<file path="config.mk">
export PLATFORM = sky130hd
export DESIGN_NAME = mstt
export DESIGN_NICKNAME = d
export VERILOG_FILES = /design/src/hw/mstt_pkg.sv /design/src/hw/mstt_frame_if.sv /design/src/hw/mstt_bip_tracker.sv /design/src/hw/mstt.sv
export SDC_FILE = /design/constraint.sdc
export NUM_CORES = 1
export LEC_CHECK = 0
export BUFFER_PORTS_ARGS = -buffer_cell sky130_fd_sc_hd__buf_4
export CAP_MARGIN = 10
export CORE_UTILIZATION = 35
export CTS_CLUSTER_SIZE = 12
export DETAILED_ROUTE_END_ITERATION = 6
export GPL_TIMING_DRIVEN = 0
export SLEW_MARGIN = 20
export SYNTH_ARGS = -nofsm -noshare
export SYNTH_HDL_FRONTEND = slang
export SYNTH_SLANG_ARGS = --single-unit
</file>
<file path="constraint.sdc">
create_clock -name i_clock -period 8.3 [get_ports i_clock]
set_clock_uncertainty 0.05 [all_clocks]
set_input_delay 1.66 -clock i_clock [delete_from_list [all_inputs] [get_ports i_clock]]
set_output_delay 1.66 -clock i_clock [all_outputs]
set_load 0.01 [all_outputs]
</file>
<file path="src/hw/mstt_pkg.sv">
package mstt_pkg;

   // ************************************************************
   // frame geometry
   // ************************************************************
   localparam int unsigned ROW_W = 4;
   localparam int unsigned COL_W = 9;
   localparam int unsigned LANE_W = 2;
   localparam logic [3:0] ROW_LAST = 4'h8;
   localparam logic [8:0] COL_LAST = 9'h10d;
   localparam logic [1:0] LANE_LAST = 2'h2;
   localparam logic [3:0] RSOH_ROWS = 4'h3;
   localparam logic [8:0] RSOH_COLS = 9'h009;

   // ************************************************************
   // overhead byte positions, zero based
   // ************************************************************
   localparam logic [3:0] B2_ROW = 4'h4;
   localparam logic [8:0] B2_COLS = 9'h003;
   localparam logic [8:0] K1_COL = 9'h003;
   localparam logic [8:0] K2_COL = 9'h006;
   localparam logic [3:0] M1_ROW = 4'h8;
   localparam logic [8:0] M1_COL = 9'h005;

   // ************************************************************
   // codes and timing
   // ************************************************************
   localparam logic [4:0] REI_MAX = 5'h18;
   localparam logic [6:0] REI_CODE_MAX = 7'h18;
   localparam logic [2:0] RDI_ON = 3'h6;
   localparam logic [2:0] RDI_OFF = 3'h0;
   localparam logic [2:0] APS_PAD = 3'h0;
   localparam logic [2:0] M1_PAD = 3'h0;
   localparam logic [1:0] FRAMES_TO_ARM = 2'h2;
   // remote defect must show within this time; we update every frame
   localparam int unsigned RDI_REACT_US = 250;
   localparam int unsigned FRAME_US = 125;

   typedef logic [2:0][7:0] mstt_parity_t;

   // bytes outside the regenerator section overhead carry parity
   function automatic logic mstt_covered(input logic [3:0] row, input logic [8:0] col);
      return !((row < RSOH_ROWS) && (col < RSOH_COLS));
   endfunction

   // number of set bits in one octet
   function automatic logic [3:0] mstt_ones(input logic [7:0] b);
      logic [3:0] n;
      n = 4'h0;
      for (int i = 0; i < 8; i++) begin
         n = n + {3'h0, b[i]};
      end
      return n;
   endfunction

endpackage

</file>
<file path="src/hw/mstt_frame_if.sv">
`timescale 1ns/10ps
`default_nettype none
interface mstt_frame_if;
   logic [7:0] data;
   logic valid;
   logic frame_start;
   logic [3:0] row;
   logic [8:0] col;
   logic [1:0] lane;
   mstt_pkg::mstt_parity_t parity_prev;

   // main logic feeds the octets and reads position and parity
   modport stream (output data, output valid, output frame_start,
                   input row, input col, input lane, input parity_prev);
   modport tracker (input data, input valid, input frame_start,
                    output row, output col, output lane, output parity_prev);
endinterface
`default_nettype wire

</file>
<file path="src/hw/mstt_bip_tracker.sv">
`timescale 1ns/10ps
`default_nettype none
module mstt_bip_tracker (
   input wire logic i_clock,
   input wire logic i_rst_n,
   mstt_frame_if.tracker f
);

   logic [3:0] row_ff;
   logic [8:0] col_ff;
   logic [1:0] lane_ff;
   mstt_pkg::mstt_parity_t acc_ff;
   mstt_pkg::mstt_parity_t prev_ff;
   logic [3:0] cur_row;
   logic [8:0] cur_col;
   logic [1:0] cur_lane;

   // ************************************************************
   // position of the octet on the port now
   // ************************************************************
   // frame start forces the first octet to row 0, column 0
   assign cur_row = f.frame_start ? 4'h0 : row_ff;
   assign cur_col = f.frame_start ? 9'h000 : col_ff;
   assign cur_lane = f.frame_start ? 2'h0 : lane_ff;
   assign f.row = cur_row;
   assign f.col = cur_col;
   assign f.lane = cur_lane;
   assign f.parity_prev = prev_ff;

   // advance position after each octet
   always_ff @(posedge i_clock or negedge i_rst_n) begin
      if (!i_rst_n) begin
         row_ff <= 4'h0;
         col_ff <= 9'h000;
         lane_ff <= 2'h0;
      end else if (f.valid) begin
         lane_ff <= (cur_lane == mstt_pkg::LANE_LAST) ? 2'h0 : cur_lane + 2'h1;
         if (cur_col == mstt_pkg::COL_LAST) begin
            col_ff <= 9'h000;
            row_ff <= (cur_row == mstt_pkg::ROW_LAST) ? 4'h0 : cur_row + 4'h1;
         end else begin
            col_ff <= cur_col + 9'h001;
            row_ff <= cur_row;
         end
      end
   end

   // ************************************************************
   // interleaved even parity
   // ************************************************************
   // lane i takes every third octet, so parity bit i of lane covers interleave i
   always_ff @(posedge i_clock or negedge i_rst_n) begin
      if (!i_rst_n) begin
         acc_ff <= '0;
         prev_ff <= '0;
      end else if (f.valid) begin
         if (f.frame_start) begin
            prev_ff <= acc_ff;
            acc_ff <= '0;
            if (mstt_pkg::mstt_covered(cur_row, cur_col)) begin
               acc_ff[cur_lane] <= f.data;
            end
         end else if (mstt_pkg::mstt_covered(cur_row, cur_col)) begin
            acc_ff[cur_lane] <= acc_ff[cur_lane] ^ f.data;
         end
      end
   end

endmodule
`default_nettype wire

</file>
<file path="src/hw/mstt.sv">
`timescale 1ns/10ps
`default_nettype none
module mstt (
   input wire logic i_clock,
   input wire logic i_nrst,
   input wire logic [7:0] i_adapted_data,
   input wire logic i_adapted_valid,
   input wire logic i_adapted_frame_start,
   input wire logic [4:0] i_remote_error_count_in,
   input wire logic i_remote_defect_flag_in,
   input wire logic [4:0] i_protection_k2,
   output logic [7:0] o_characteristic_data,
   output logic o_characteristic_valid,
   output logic o_characteristic_frame_start,
   input wire logic [7:0] i_characteristic_data,
   input wire logic i_characteristic_valid,
   input wire logic i_characteristic_frame_start,
   input wire logic i_aps_ring_mode,
   output logic [7:0] o_adapted_data,
   output logic o_adapted_valid,
   output logic o_adapted_frame_start,
   output logic [4:0] o_near_block_errors,
   output logic o_near_block_strobe,
   output logic [4:0] o_far_block_errors,
   output logic o_far_block_strobe,
   output logic o_remote_defect,
   output logic [4:0] o_protection_k2,
   output logic [15:0] o_aps_channel
);

   // ************************************************************
   // reset release
   // ************************************************************
   logic rst_meta_ff;
   logic rst_n_ff;

   // reset asserts at once but leaves through two flops
   always_ff @(posedge i_clock or negedge i_nrst) begin
      if (!i_nrst) begin
         rst_meta_ff <= 1'b0;
         rst_n_ff <= 1'b0;
      end else begin
         rst_meta_ff <= 1'b1;
         rst_n_ff <= rst_meta_ff;
      end
   end

   // ************************************************************
   // octet slot decode, shared by both directions
   // ************************************************************
   // one overhead octet at a fixed row and column
   function automatic logic mstt_at_slot(input logic [3:0] row,
                                         input logic [8:0] col,
                                         input logic [3:0] at_row,
                                         input logic [8:0] at_col);
      return (row == at_row) && (col == at_col);
   endfunction

   // the parity octets open their row, one for each interleave lane
   function automatic logic mstt_at_b2(input logic [3:0] row,
                                       input logic [8:0] col);
      return (row == mstt_pkg::B2_ROW) && (col < mstt_pkg::B2_COLS);
   endfunction

   // ************************************************************
   // source side: overhead insertion
   // ************************************************************
   mstt_frame_if src_if ();
   mstt_frame_if snk_if ();

   mstt_bip_tracker u_src_bip (
      .i_clock(i_clock),
      .i_rst_n(rst_n_ff),
      .f(src_if)
   );

   mstt_bip_tracker u_snk_bip (
      .i_clock(i_clock),
      .i_rst_n(rst_n_ff),
      .f(snk_if)
   );

   logic [7:0] nxt_src_byte;
   logic [4:0] rei_clamped;
   logic [2:0] rdi_code;
   logic src_b2_slot;
   logic src_k2_slot;
   logic src_m1_slot;

   // counts beyond the code range cannot be sent, so they saturate at the top
   assign rei_clamped = (i_remote_error_count_in > mstt_pkg::REI_MAX) ? mstt_pkg::REI_MAX
                        : i_remote_error_count_in;
   // the defect input is sampled at every K2 slot, so any change shows within one frame
   assign rdi_code = i_remote_defect_flag_in ? mstt_pkg::RDI_ON : mstt_pkg::RDI_OFF;

   // overhead positions of the outgoing frame
   assign src_b2_slot = mstt_at_b2(src_if.row, src_if.col);
   assign src_k2_slot = mstt_at_slot(src_if.row, src_if.col, mstt_pkg::B2_ROW, mstt_pkg::K2_COL);
   assign src_m1_slot = mstt_at_slot(src_if.row, src_if.col, mstt_pkg::M1_ROW, mstt_pkg::M1_COL);

   // pick the outgoing octet; everything else passes through untouched
   always_comb begin
      nxt_src_byte = i_adapted_data;
      if (src_b2_slot) begin
         nxt_src_byte = src_if.parity_prev[src_if.lane];
      end else if (src_k2_slot) begin
         nxt_src_byte = {i_protection_k2, rdi_code};
      end else if (src_m1_slot) begin
         nxt_src_byte = {mstt_pkg::M1_PAD, rei_clamped};
      end
   end

   // parity is taken over the octet as sent, inserted overhead included
   assign src_if.data = nxt_src_byte;
   assign src_if.valid = i_adapted_valid;
   assign src_if.frame_start = i_adapted_frame_start && i_adapted_valid;

   // register the outgoing stream
   always_ff @(posedge i_clock or negedge rst_n_ff) begin
      if (!rst_n_ff) begin
         o_characteristic_data <= 8'h00;
         o_characteristic_valid <= 1'b0;
         o_characteristic_frame_start <= 1'b0;
      end else begin
         o_characteristic_valid <= i_adapted_valid;
         o_characteristic_frame_start <= i_adapted_frame_start && i_adapted_valid;
         if (i_adapted_valid) begin
            o_characteristic_data <= nxt_src_byte;
         end
      end
   end

   // ************************************************************
   // sink side: parity check
   // ************************************************************
   logic snk_take;
   logic snk_fs;
   logic snk_b2_slot;
   logic snk_k1_slot;
   logic snk_k2_slot;
   logic snk_m1_slot;
   logic [3:0] snk_mismatch;
   logic [4:0] err_acc_ff;
   logic [1:0] frames_seen_ff;
   logic snk_armed;
   logic [7:0] k1_ff;
   logic [6:0] m1_code;

   // received stream feeds the sink position and parity tracker
   assign snk_take = i_characteristic_valid;
   assign snk_fs = i_characteristic_frame_start && i_characteristic_valid;
   assign snk_if.data = i_characteristic_data;
   assign snk_if.valid = snk_take;
   assign snk_if.frame_start = snk_fs;

   // overhead positions of the incoming frame
   assign snk_b2_slot = mstt_at_b2(snk_if.row, snk_if.col);
   assign snk_k1_slot = mstt_at_slot(snk_if.row, snk_if.col, mstt_pkg::B2_ROW, mstt_pkg::K1_COL);
   assign snk_k2_slot = mstt_at_slot(snk_if.row, snk_if.col, mstt_pkg::B2_ROW, mstt_pkg::K2_COL);
   assign snk_m1_slot = mstt_at_slot(snk_if.row, snk_if.col, mstt_pkg::M1_ROW, mstt_pkg::M1_COL);

   // each differing bit is one interleaved block in error
   assign snk_mismatch = mstt_pkg::mstt_ones(i_characteristic_data
                                             ^ snk_if.parity_prev[snk_if.lane]);

   // collect mismatches over the three B2 octets of a frame
   always_ff @(posedge i_clock or negedge rst_n_ff) begin
      if (!rst_n_ff) begin
         err_acc_ff <= 5'h00;
      end else if (snk_take) begin
         if (snk_fs) begin
            err_acc_ff <= 5'h00;
         end else if (snk_b2_slot) begin
            err_acc_ff <= err_acc_ff + {1'b0, snk_mismatch};
         end
      end
   end

   // reference parity is trusted only once two whole frames have passed
   assign snk_armed = (frames_seen_ff == mstt_pkg::FRAMES_TO_ARM);

   // the first frame after reset has no valid reference parity, so its count is never handed over
   always_ff @(posedge i_clock or negedge rst_n_ff) begin
      if (!rst_n_ff) begin
         frames_seen_ff <= 2'h0;
      end else if (snk_fs && !snk_armed) begin
         frames_seen_ff <= frames_seen_ff + 2'h1;
      end
   end

   // hand the count over once per frame, at the next frame start
   always_ff @(posedge i_clock or negedge rst_n_ff) begin
      if (!rst_n_ff) begin
         o_near_block_errors <= 5'h00;
         o_near_block_strobe <= 1'b0;
      end else begin
         o_near_block_strobe <= 1'b0;
         if (snk_fs && snk_armed) begin
            o_near_block_errors <= err_acc_ff;
            o_near_block_strobe <= 1'b1;
         end
      end
   end

   // ************************************************************
   // sink side: far-end count
   // ************************************************************
   // the top bit is dropped so old seven-bit senders decode alike
   assign m1_code = i_characteristic_data[6:0];

   always_ff @(posedge i_clock or negedge rst_n_ff) begin
      if (!rst_n_ff) begin
         o_far_block_errors <= 5'h00;
         o_far_block_strobe <= 1'b0;
      end else begin
         o_far_block_strobe <= 1'b0;
         if (snk_take && snk_m1_slot) begin
            o_far_block_strobe <= 1'b1;
            if (m1_code > mstt_pkg::REI_CODE_MAX) begin
               o_far_block_errors <= 5'h00;
            end else begin
               o_far_block_errors <= m1_code[4:0];
            end
         end
      end
   end

   // ************************************************************
   // sink side: K bytes
   // ************************************************************
   // K1 is held so the full APS word updates in one step at K2
   always_ff @(posedge i_clock or negedge rst_n_ff) begin
      if (!rst_n_ff) begin
         k1_ff <= 8'h00;
      end else if (snk_take && snk_k1_slot) begin
         k1_ff <= i_characteristic_data;
      end
   end

   // remote defect state and protection bits are refreshed once per frame
   always_ff @(posedge i_clock or negedge rst_n_ff) begin
      if (!rst_n_ff) begin
         o_remote_defect <= 1'b0;
         o_protection_k2 <= 5'h00;
      end else if (snk_take && snk_k2_slot) begin
         o_remote_defect <= (i_characteristic_data[2:0] == mstt_pkg::RDI_ON);
         o_protection_k2 <= i_characteristic_data[7:3];
      end
   end

   // linear mode drops the three defect bits; ring mode shows all sixteen
   always_ff @(posedge i_clock or negedge rst_n_ff) begin
      if (!rst_n_ff) begin
         o_aps_channel <= 16'h0000;
      end else if (snk_take && snk_k2_slot) begin
         if (i_aps_ring_mode) begin
            o_aps_channel <= {k1_ff, i_characteristic_data};
         end else begin
            o_aps_channel <= {k1_ff, i_characteristic_data[7:3], mstt_pkg::APS_PAD};
         end
      end
   end

   // ************************************************************
   // sink side: pass-through
   // ************************************************************
   // overhead stays in the octets; later adaptation ignores what it needs not
   always_ff @(posedge i_clock or negedge rst_n_ff) begin
      if (!rst_n_ff) begin
         o_adapted_data <= 8'h00;
         o_adapted_valid <= 1'b0;
         o_adapted_frame_start <= 1'b0;
      end else begin
         o_adapted_valid <= snk_take;
         o_adapted_frame_start <= snk_fs;
         if (snk_take) begin
            o_adapted_data <= i_characteristic_data;
         end
      end
   end

endmodule
`default_nettype wire

</file>
======== After elaboration in Yosys (flattened, before gate mapping) ========
Index checks and enable logic that the tools add are counted.
storage, ports and cells
  register bits ........................... 197
  input port bits ......................... 34
  word-level logic and storage cells ...... 155
cells by class
  add/sub/neg operators ................... 15
  $lt $le $gt $ge ......................... 12
  eq/ne operators ......................... 17
  multiplexer cells ....................... 45
  bitwise logic cells ..................... 5
  reduce and logical (&&, ||, !) cells .... 25
operator list
  cell                 number
  $mux 24              6
  $mux 8               9
  $bmux 8 s2           4
  $and 24x24->24       2
  $bwmux 24            2
  $eq 9x3->1 const B   4
  $mux 9               4
  $demux 8 s2          2
  $mux 4               6
  $xor 8x8->8          3
  $mux 5               4
  $add 9x1->9 const B  2
  $eq 9x9->1 const B   2
  $logic_and 1x1->1    18
  $lt 9x2->1 const B   2
  $lt 9x4->1 const B   2
  $add 4x1->4          4
  $reduce_and 2->1     5
  $eq 9x2->1 const B   1
  $add 4x1->4 const B  2
  $eq 4x3->1 const B   2
  $eq 4x4->1 const B   2
  $lt 4x2->1 const B   2
  $mux 2               4
  other kinds (17)     25

======== Depth between registers and ports, before layout ========
  word-level depth ........................ 15
  mapped depth ............................ 18
  depth with buffers taken out ............ 16

======== Modules after synthesis ========
From an unflattened synthesis, not the netlist that was laid out.
unflattened totals
  cell total of the unflattened synthesis .. 951
  area total of the unflattened synthesis .. 10975.5 um^2
by module, submodules not included
  module                        times used  cells each  area an instance (um^2)  seq. area each (um^2)
  mstt_bip_tracker (u_snk_bip)  1           351         3946.3                   1576.5
  mstt                          1           303         3559.7                   1651.6
  mstt_bip_tracker (u_src_bip)  1           297         3469.6                   1576.5

======== Worst setup path after synthesis ========
No wires, ideal clock.
  path kind ............................... input-to-reg
  start point ............................. in i_characteristic_frame_start
  end point ............................... reg err_acc_ff[4]
  library setup time ...................... 0.078 ns
  data arrival time ....................... 5.692 ns
  required time ........................... 8.172 ns
  setup slack ............................. 2.480 ns
  cell stages on the path ................. 17
  path through ............................ nand2_1 -> clkbuf_1 -> clkbuf_1 -> a31oi_1 -> o221ai_1 -> xor2_1 -> fa_1 -> inv_1 -> fa_1 -> fa_1 -> fa_1 -> inv_1 -> fa_1 -> a21o_1 -> a21oi_1 -> or3_1 -> a21oi_1
between the ends
  word-level cells in the longest chain between the ends .. 15
  elaborated cells between the ends (all ways) .. 22
ends and longest elaborated chain
  element                       line                    text
  start, declared               mstt.sv:17              input wire logic i_characteristic_frame_start,
  $logic_and 1x1->1 *           mstt.sv:151             assign snk_fs = i_characteristic_frame_start && i_characteristic_valid;
  $mux 2                        mstt_bip_tracker.sv:24  assign cur_lane = f.frame_start ? 2'h0 : lane_ff;
  $bmux 8 s2                    mstt.sv:164             ^ snk_if.parity_prev[snk_if.lane]);
  $mux 8 (not written as such)  mstt.sv:164
  $xor 8x8->8                   mstt.sv:164
  $add 1x1->2                   mstt_pkg.sv:51          n = n + {3'h0, b[i]};
  $add 2x1->3                   mstt_pkg.sv:51
  $add 3x1->4                   mstt_pkg.sv:51
  $add 4x1->4 (4 in a row)      mstt_pkg.sv:51
  $add 5x4->5                   mstt.sv:174             err_acc_ff <= err_acc_ff + {1'b0, snk_mismatch};
  $mux 5                        mstt.sv:173             end else if (snk_b2_slot) begin
  $mux 5                        mstt.sv:171             if (snk_fs) begin
  end signal, assigned          mstt.sv:174
  end, declared                 mstt.sv:143             logic [4:0] err_acc_ff;
Every way passes the cells marked *; elsewhere a longest branch is shown, timed or not. The select of a mux whose other input is x is not followed.
A chain may end at the register's enable or synchronous reset.

======== Worst setup path after layout ========
Same ends and word-level chain as after synthesis.

==> results.py <==
metrics = {
    "detailed_routing": {
        "vias": 9178,
        "drt-total-wl_um": 30400,
        "antenna_left": 0,
        "drt-initial-drc-count": 926,
        "wire_per_inst_um": 18.5,
        "firstDrtPassIters": 6,
        "drc": 0,
        "viasPerCell": 5.58,
    },
    "power": {
        "p_leak_nw": 5.54,
        "power.density_mw_per_mm2": 208,
        "ir_drop_v": 0.000140,
        "finalPower_mw": 2.48,
    },
    "yosys": {
        "yosys.area.top_type": "dfrtp_1",
        "avgSynthCellArea_um2": 8.81,
        "ys_async_sr_fraction_pct": 100,
        "synth.top_cell.area_share_pct": 47.4,
        "synth_area_leaders": "dfrtp_1, nand2_1, o21ai_0",
        "yosys_warnings": 0,
        "synthDistinctLibCells": 71,
        "synth_edf_count": 0,
        "netlist_area_mm2": 0.0101,
        "syn-num-nets": 1206,
        "synth-seq-cells": 192,
        "synthFlopType": "dfrtp_1",
        "seq_area_frac_synth_pct": 47.4,
        "synthCells": 1150,
    },
    "die": {
        "initial_core_util_pct": 36.1,
        "die_area_mm2": 0.0296,
        "die_w_um": 172,
        "num_io_pins": 88,
        "std_cell_rows": 61,
        "die_y_um": 172,
        "core_area_mm2": 0.0281,
    },
    "sta": {
        "fin_crit_sh_pct": 75.7,
        "worst_slew_margin_rel_pct": 27.5,
        "tightest_slew_ns": 1.08,
        "hold_viol_final": 0,
        "clock.fmax_mhz": 159,
        "finalWorstSetupSlack_ns": 2.01,
        "fin_crit_ns": 6.29,
        "rsz0062_at_grt": "false",
        "setup_viol_count_final": 0,
        "final-max-slew-violation-count": 0,
    },
    "setup_path": {
        "critPathRequiredTime_ns": 8.61,
        "crit_family": "adder cells",
        "cp_max_fo": 10,
        "start_kind": "input pin",
        "reg2reg_slack_ns": 3.04,
        "cp_num_buf_inv": 6,
        "path_class": "input pin to flip-flop",
        "worst_setup_path_end_kind": "flip-flop",
        "cp_data_arrival_time_ns": 6.60,
        "cp_num_cells": 19,
        "path_cells": "buf_4, nand2_1, clkinv_1, clkbuf_1, clkbuf_1, nand2_1, o221ai_1, xor2_1, fa_1, inv_1, fa_1, fa_1, fa_1, inv_1, fa_1, a21o_1, a21oi_1, or3_1, a21oi_1",
        "critPathCapture": "err_acc_ff[4]",
        "cp_slowest_cell": "fa_1",
        "rr_endpoint": "err_acc_ff[4]",
        "ff2ff_path_depth": 17,
        "cpMostUsedCell": "fa_1",
        "reg2reg_from": "u_snk_bip.lane_ff[1]",
        "cpPeakStageDelay_ns": 0.52,
        "crit_path_start": "i_characteristic_frame_start",
    },
    "grt": {
        "grt_overflow": 0,
        "grt_usage_pct": 21.3,
        "grt_max_degree": 52,
        "grt_pass1_vias": 8693,
        "antenna_found_initial": 0,
        "grt_pass1_wl_um": 48700,
    },
    "clocking": {
        "clock_sinks": 192,
        "htree_levels": 4,
        "cts-resized-gates": 0,
        "clkTransAtPathRegs_ns": 0.08,
        "post-cts-setup-buffers": 0,
        "cts_buffers": 17,
        "cts_hold_buffers": 0,
        "root_buffer": "clkbuf_16",
        "cts_tree": "yes",
        "clk_latency_ns": 0.44,
        "cts.path.max_buffers": 2,
    },
    "status": {
        "status": "completed",
    },
    "job": {
        "drv_cap": 0,
    },
    "cells_and_area": {
        "final_nets": 1310,
        "final_util_pct": 42.4,
        "syn2layout_area_growth_pct": 17.5,
        "n_antenna_cell": 0,
        "layout-drive-gt1-share_pct": 13.2,
    },
    "placement": {
        "gp_congestion": 0.870,
        "dp_slack_ns": 1.60,
        "hpwl_um": 21700,
        "io_buffers": 82,
    },
    "min_path": {
        "hp-class": "flip-flop to asynchronous set/reset pin",
    },
}
-- state kept, by name (all words and copies together), names as in the netlist, 8 cells and up --
register / cells
k1_ff: 8
u_src_bip.acc_ff: 24
u_snk_bip.col_ff: 9
o_characteristic_data: 8
u_src_bip.col_ff: 9
u_snk_bip.f.parity_prev: 24
o_aps_channel: 12
u_src_bip.f.parity_prev: 24
u_snk_bip.acc_ff: 24
o_adapted_data: 8
-- layer usage --
metal  vias to the layer above  GRT usage (%)  share of wire, %
met4                         0           6.08               2.1
met1                      4471           30.4                46
met5                         -              0                 0
met3                        59           4.78               7.6
li1                       4269              -                 -
met2                       379           32.2                45
-- area by class of cell --
type,count,area (um^2)
buffer,74,340
timing repair buffer,85,698
sequential,192,4810
multi-input combinational,854,4870
tap,378,473
clock buffer,18,429
clock inverter,14,165
inverter,30,113
fill,2852,16200
-- how the worst min path moves through the flow --
stage,from,end,slack [ns],cells past startpoint
6_report,rst_n_ff,o_characteristic_data[5],0.32,0
5_1_grt,rst_meta_ff,rst_n_ff,0.33,0
4_1_cts,rst_meta_ff,rst_n_ff,0.32,0
3_5_place_dp,rst_meta_ff,rst_n_ff,0.30,0
3_3_place_gp,rst_meta_ff,rst_n_ff,0.29,0
2_1_floorplan,rst_meta_ff,rst_n_ff,0.28,0
-- placed cells by master, fill, tap and decap left out, types with 17 or more instances in the layout --
| cell type | Yosys | final |
|---|---|---|
| inv_1 | 28 | 28 |
| a21oi_1 | 19 | 19 |
| a31oi_1 | 36 | 36 |
| nor2b_1 | 21 | 21 |
| clkbuf_16 | 0 | 17 |
| nand3_1 | 46 | 46 |
| nand2_1 | 316 | 316 |
| o21ai_0 | 96 | 96 |
| o31ai_1 | 27 | 27 |
| dfrtp_1 | 192 | 191 |
| a22oi_1 | 19 | 19 |
| ha_1 | 17 | 17 |
| mux2_2 | 23 | 23 |
| clkbuf_1 | 53 | 54 |
| nor2_1 | 40 | 40 |
| buf_4 | 6 | 88 |
-- through the flow --
step	instance area, um^2	setup TNS [ns]	cells	hold WS [ns]
finish	11900	0	1645	0.316
global route	11900	0	1645	0.331
CTS	11900	0	1645	0.316
detailed placement	11300	0	1613	0.296
global placement	11200	-6.31	1610	0.286
floorplan	10100	0	1150	0.281
-- cells by family after synthesis --
group / synth area share [%]
buffers and inverters: 4.47
xor gates and xnor gates: 1.12
and+or+nand+nor: 22.1
muxes: 2.76
DFF: 47.4
adders and majority gates: 3.09
AOI/OAI and AO/OA: 19.0
other: 0.0370
-- cells in the mapped netlist (4+ instances only) --
cell         n
nand2_1    316
dfrtp_1    192
o21ai_0     96
clkbuf_1    53
nand3_1     46
nor2_1      40
a31oi_1     36
inv_1       28
o31ai_1     27
mux2_2      23
nor2b_1     21
a21oi_1     19
a22oi_1     19
ha_1        17
and3_1      15
o211ai_1    14
nand2b_1    10
nand4_1     10
o221ai_1    10
xnor2_1     10
buf_1        8
a22o_1       7
nor3_1       7
and2_1       6
buf_4        6
a21o_1       5
buf_6        5
fa_1         5
nor4_1       5
o22ai_1      5
a21boi_0     4
a2bb2oi_1    4
a31o_2       4
a32o_1       4
and4_1       4
nand3b_1     4
o21a_1       4
o31a_1       4
or3_1        4
-- power breakdown --
group | internal, mW | total (mW) | switching [mW]
registers | 1.02 | 1.10 | 0.0814
logic | 0.214 | 0.539 | 0.324
clock network | 0.432 | 0.837 | 0.405
total | 1.67 | 2.48 | 0.811
(Power assumes the default switching activity.)
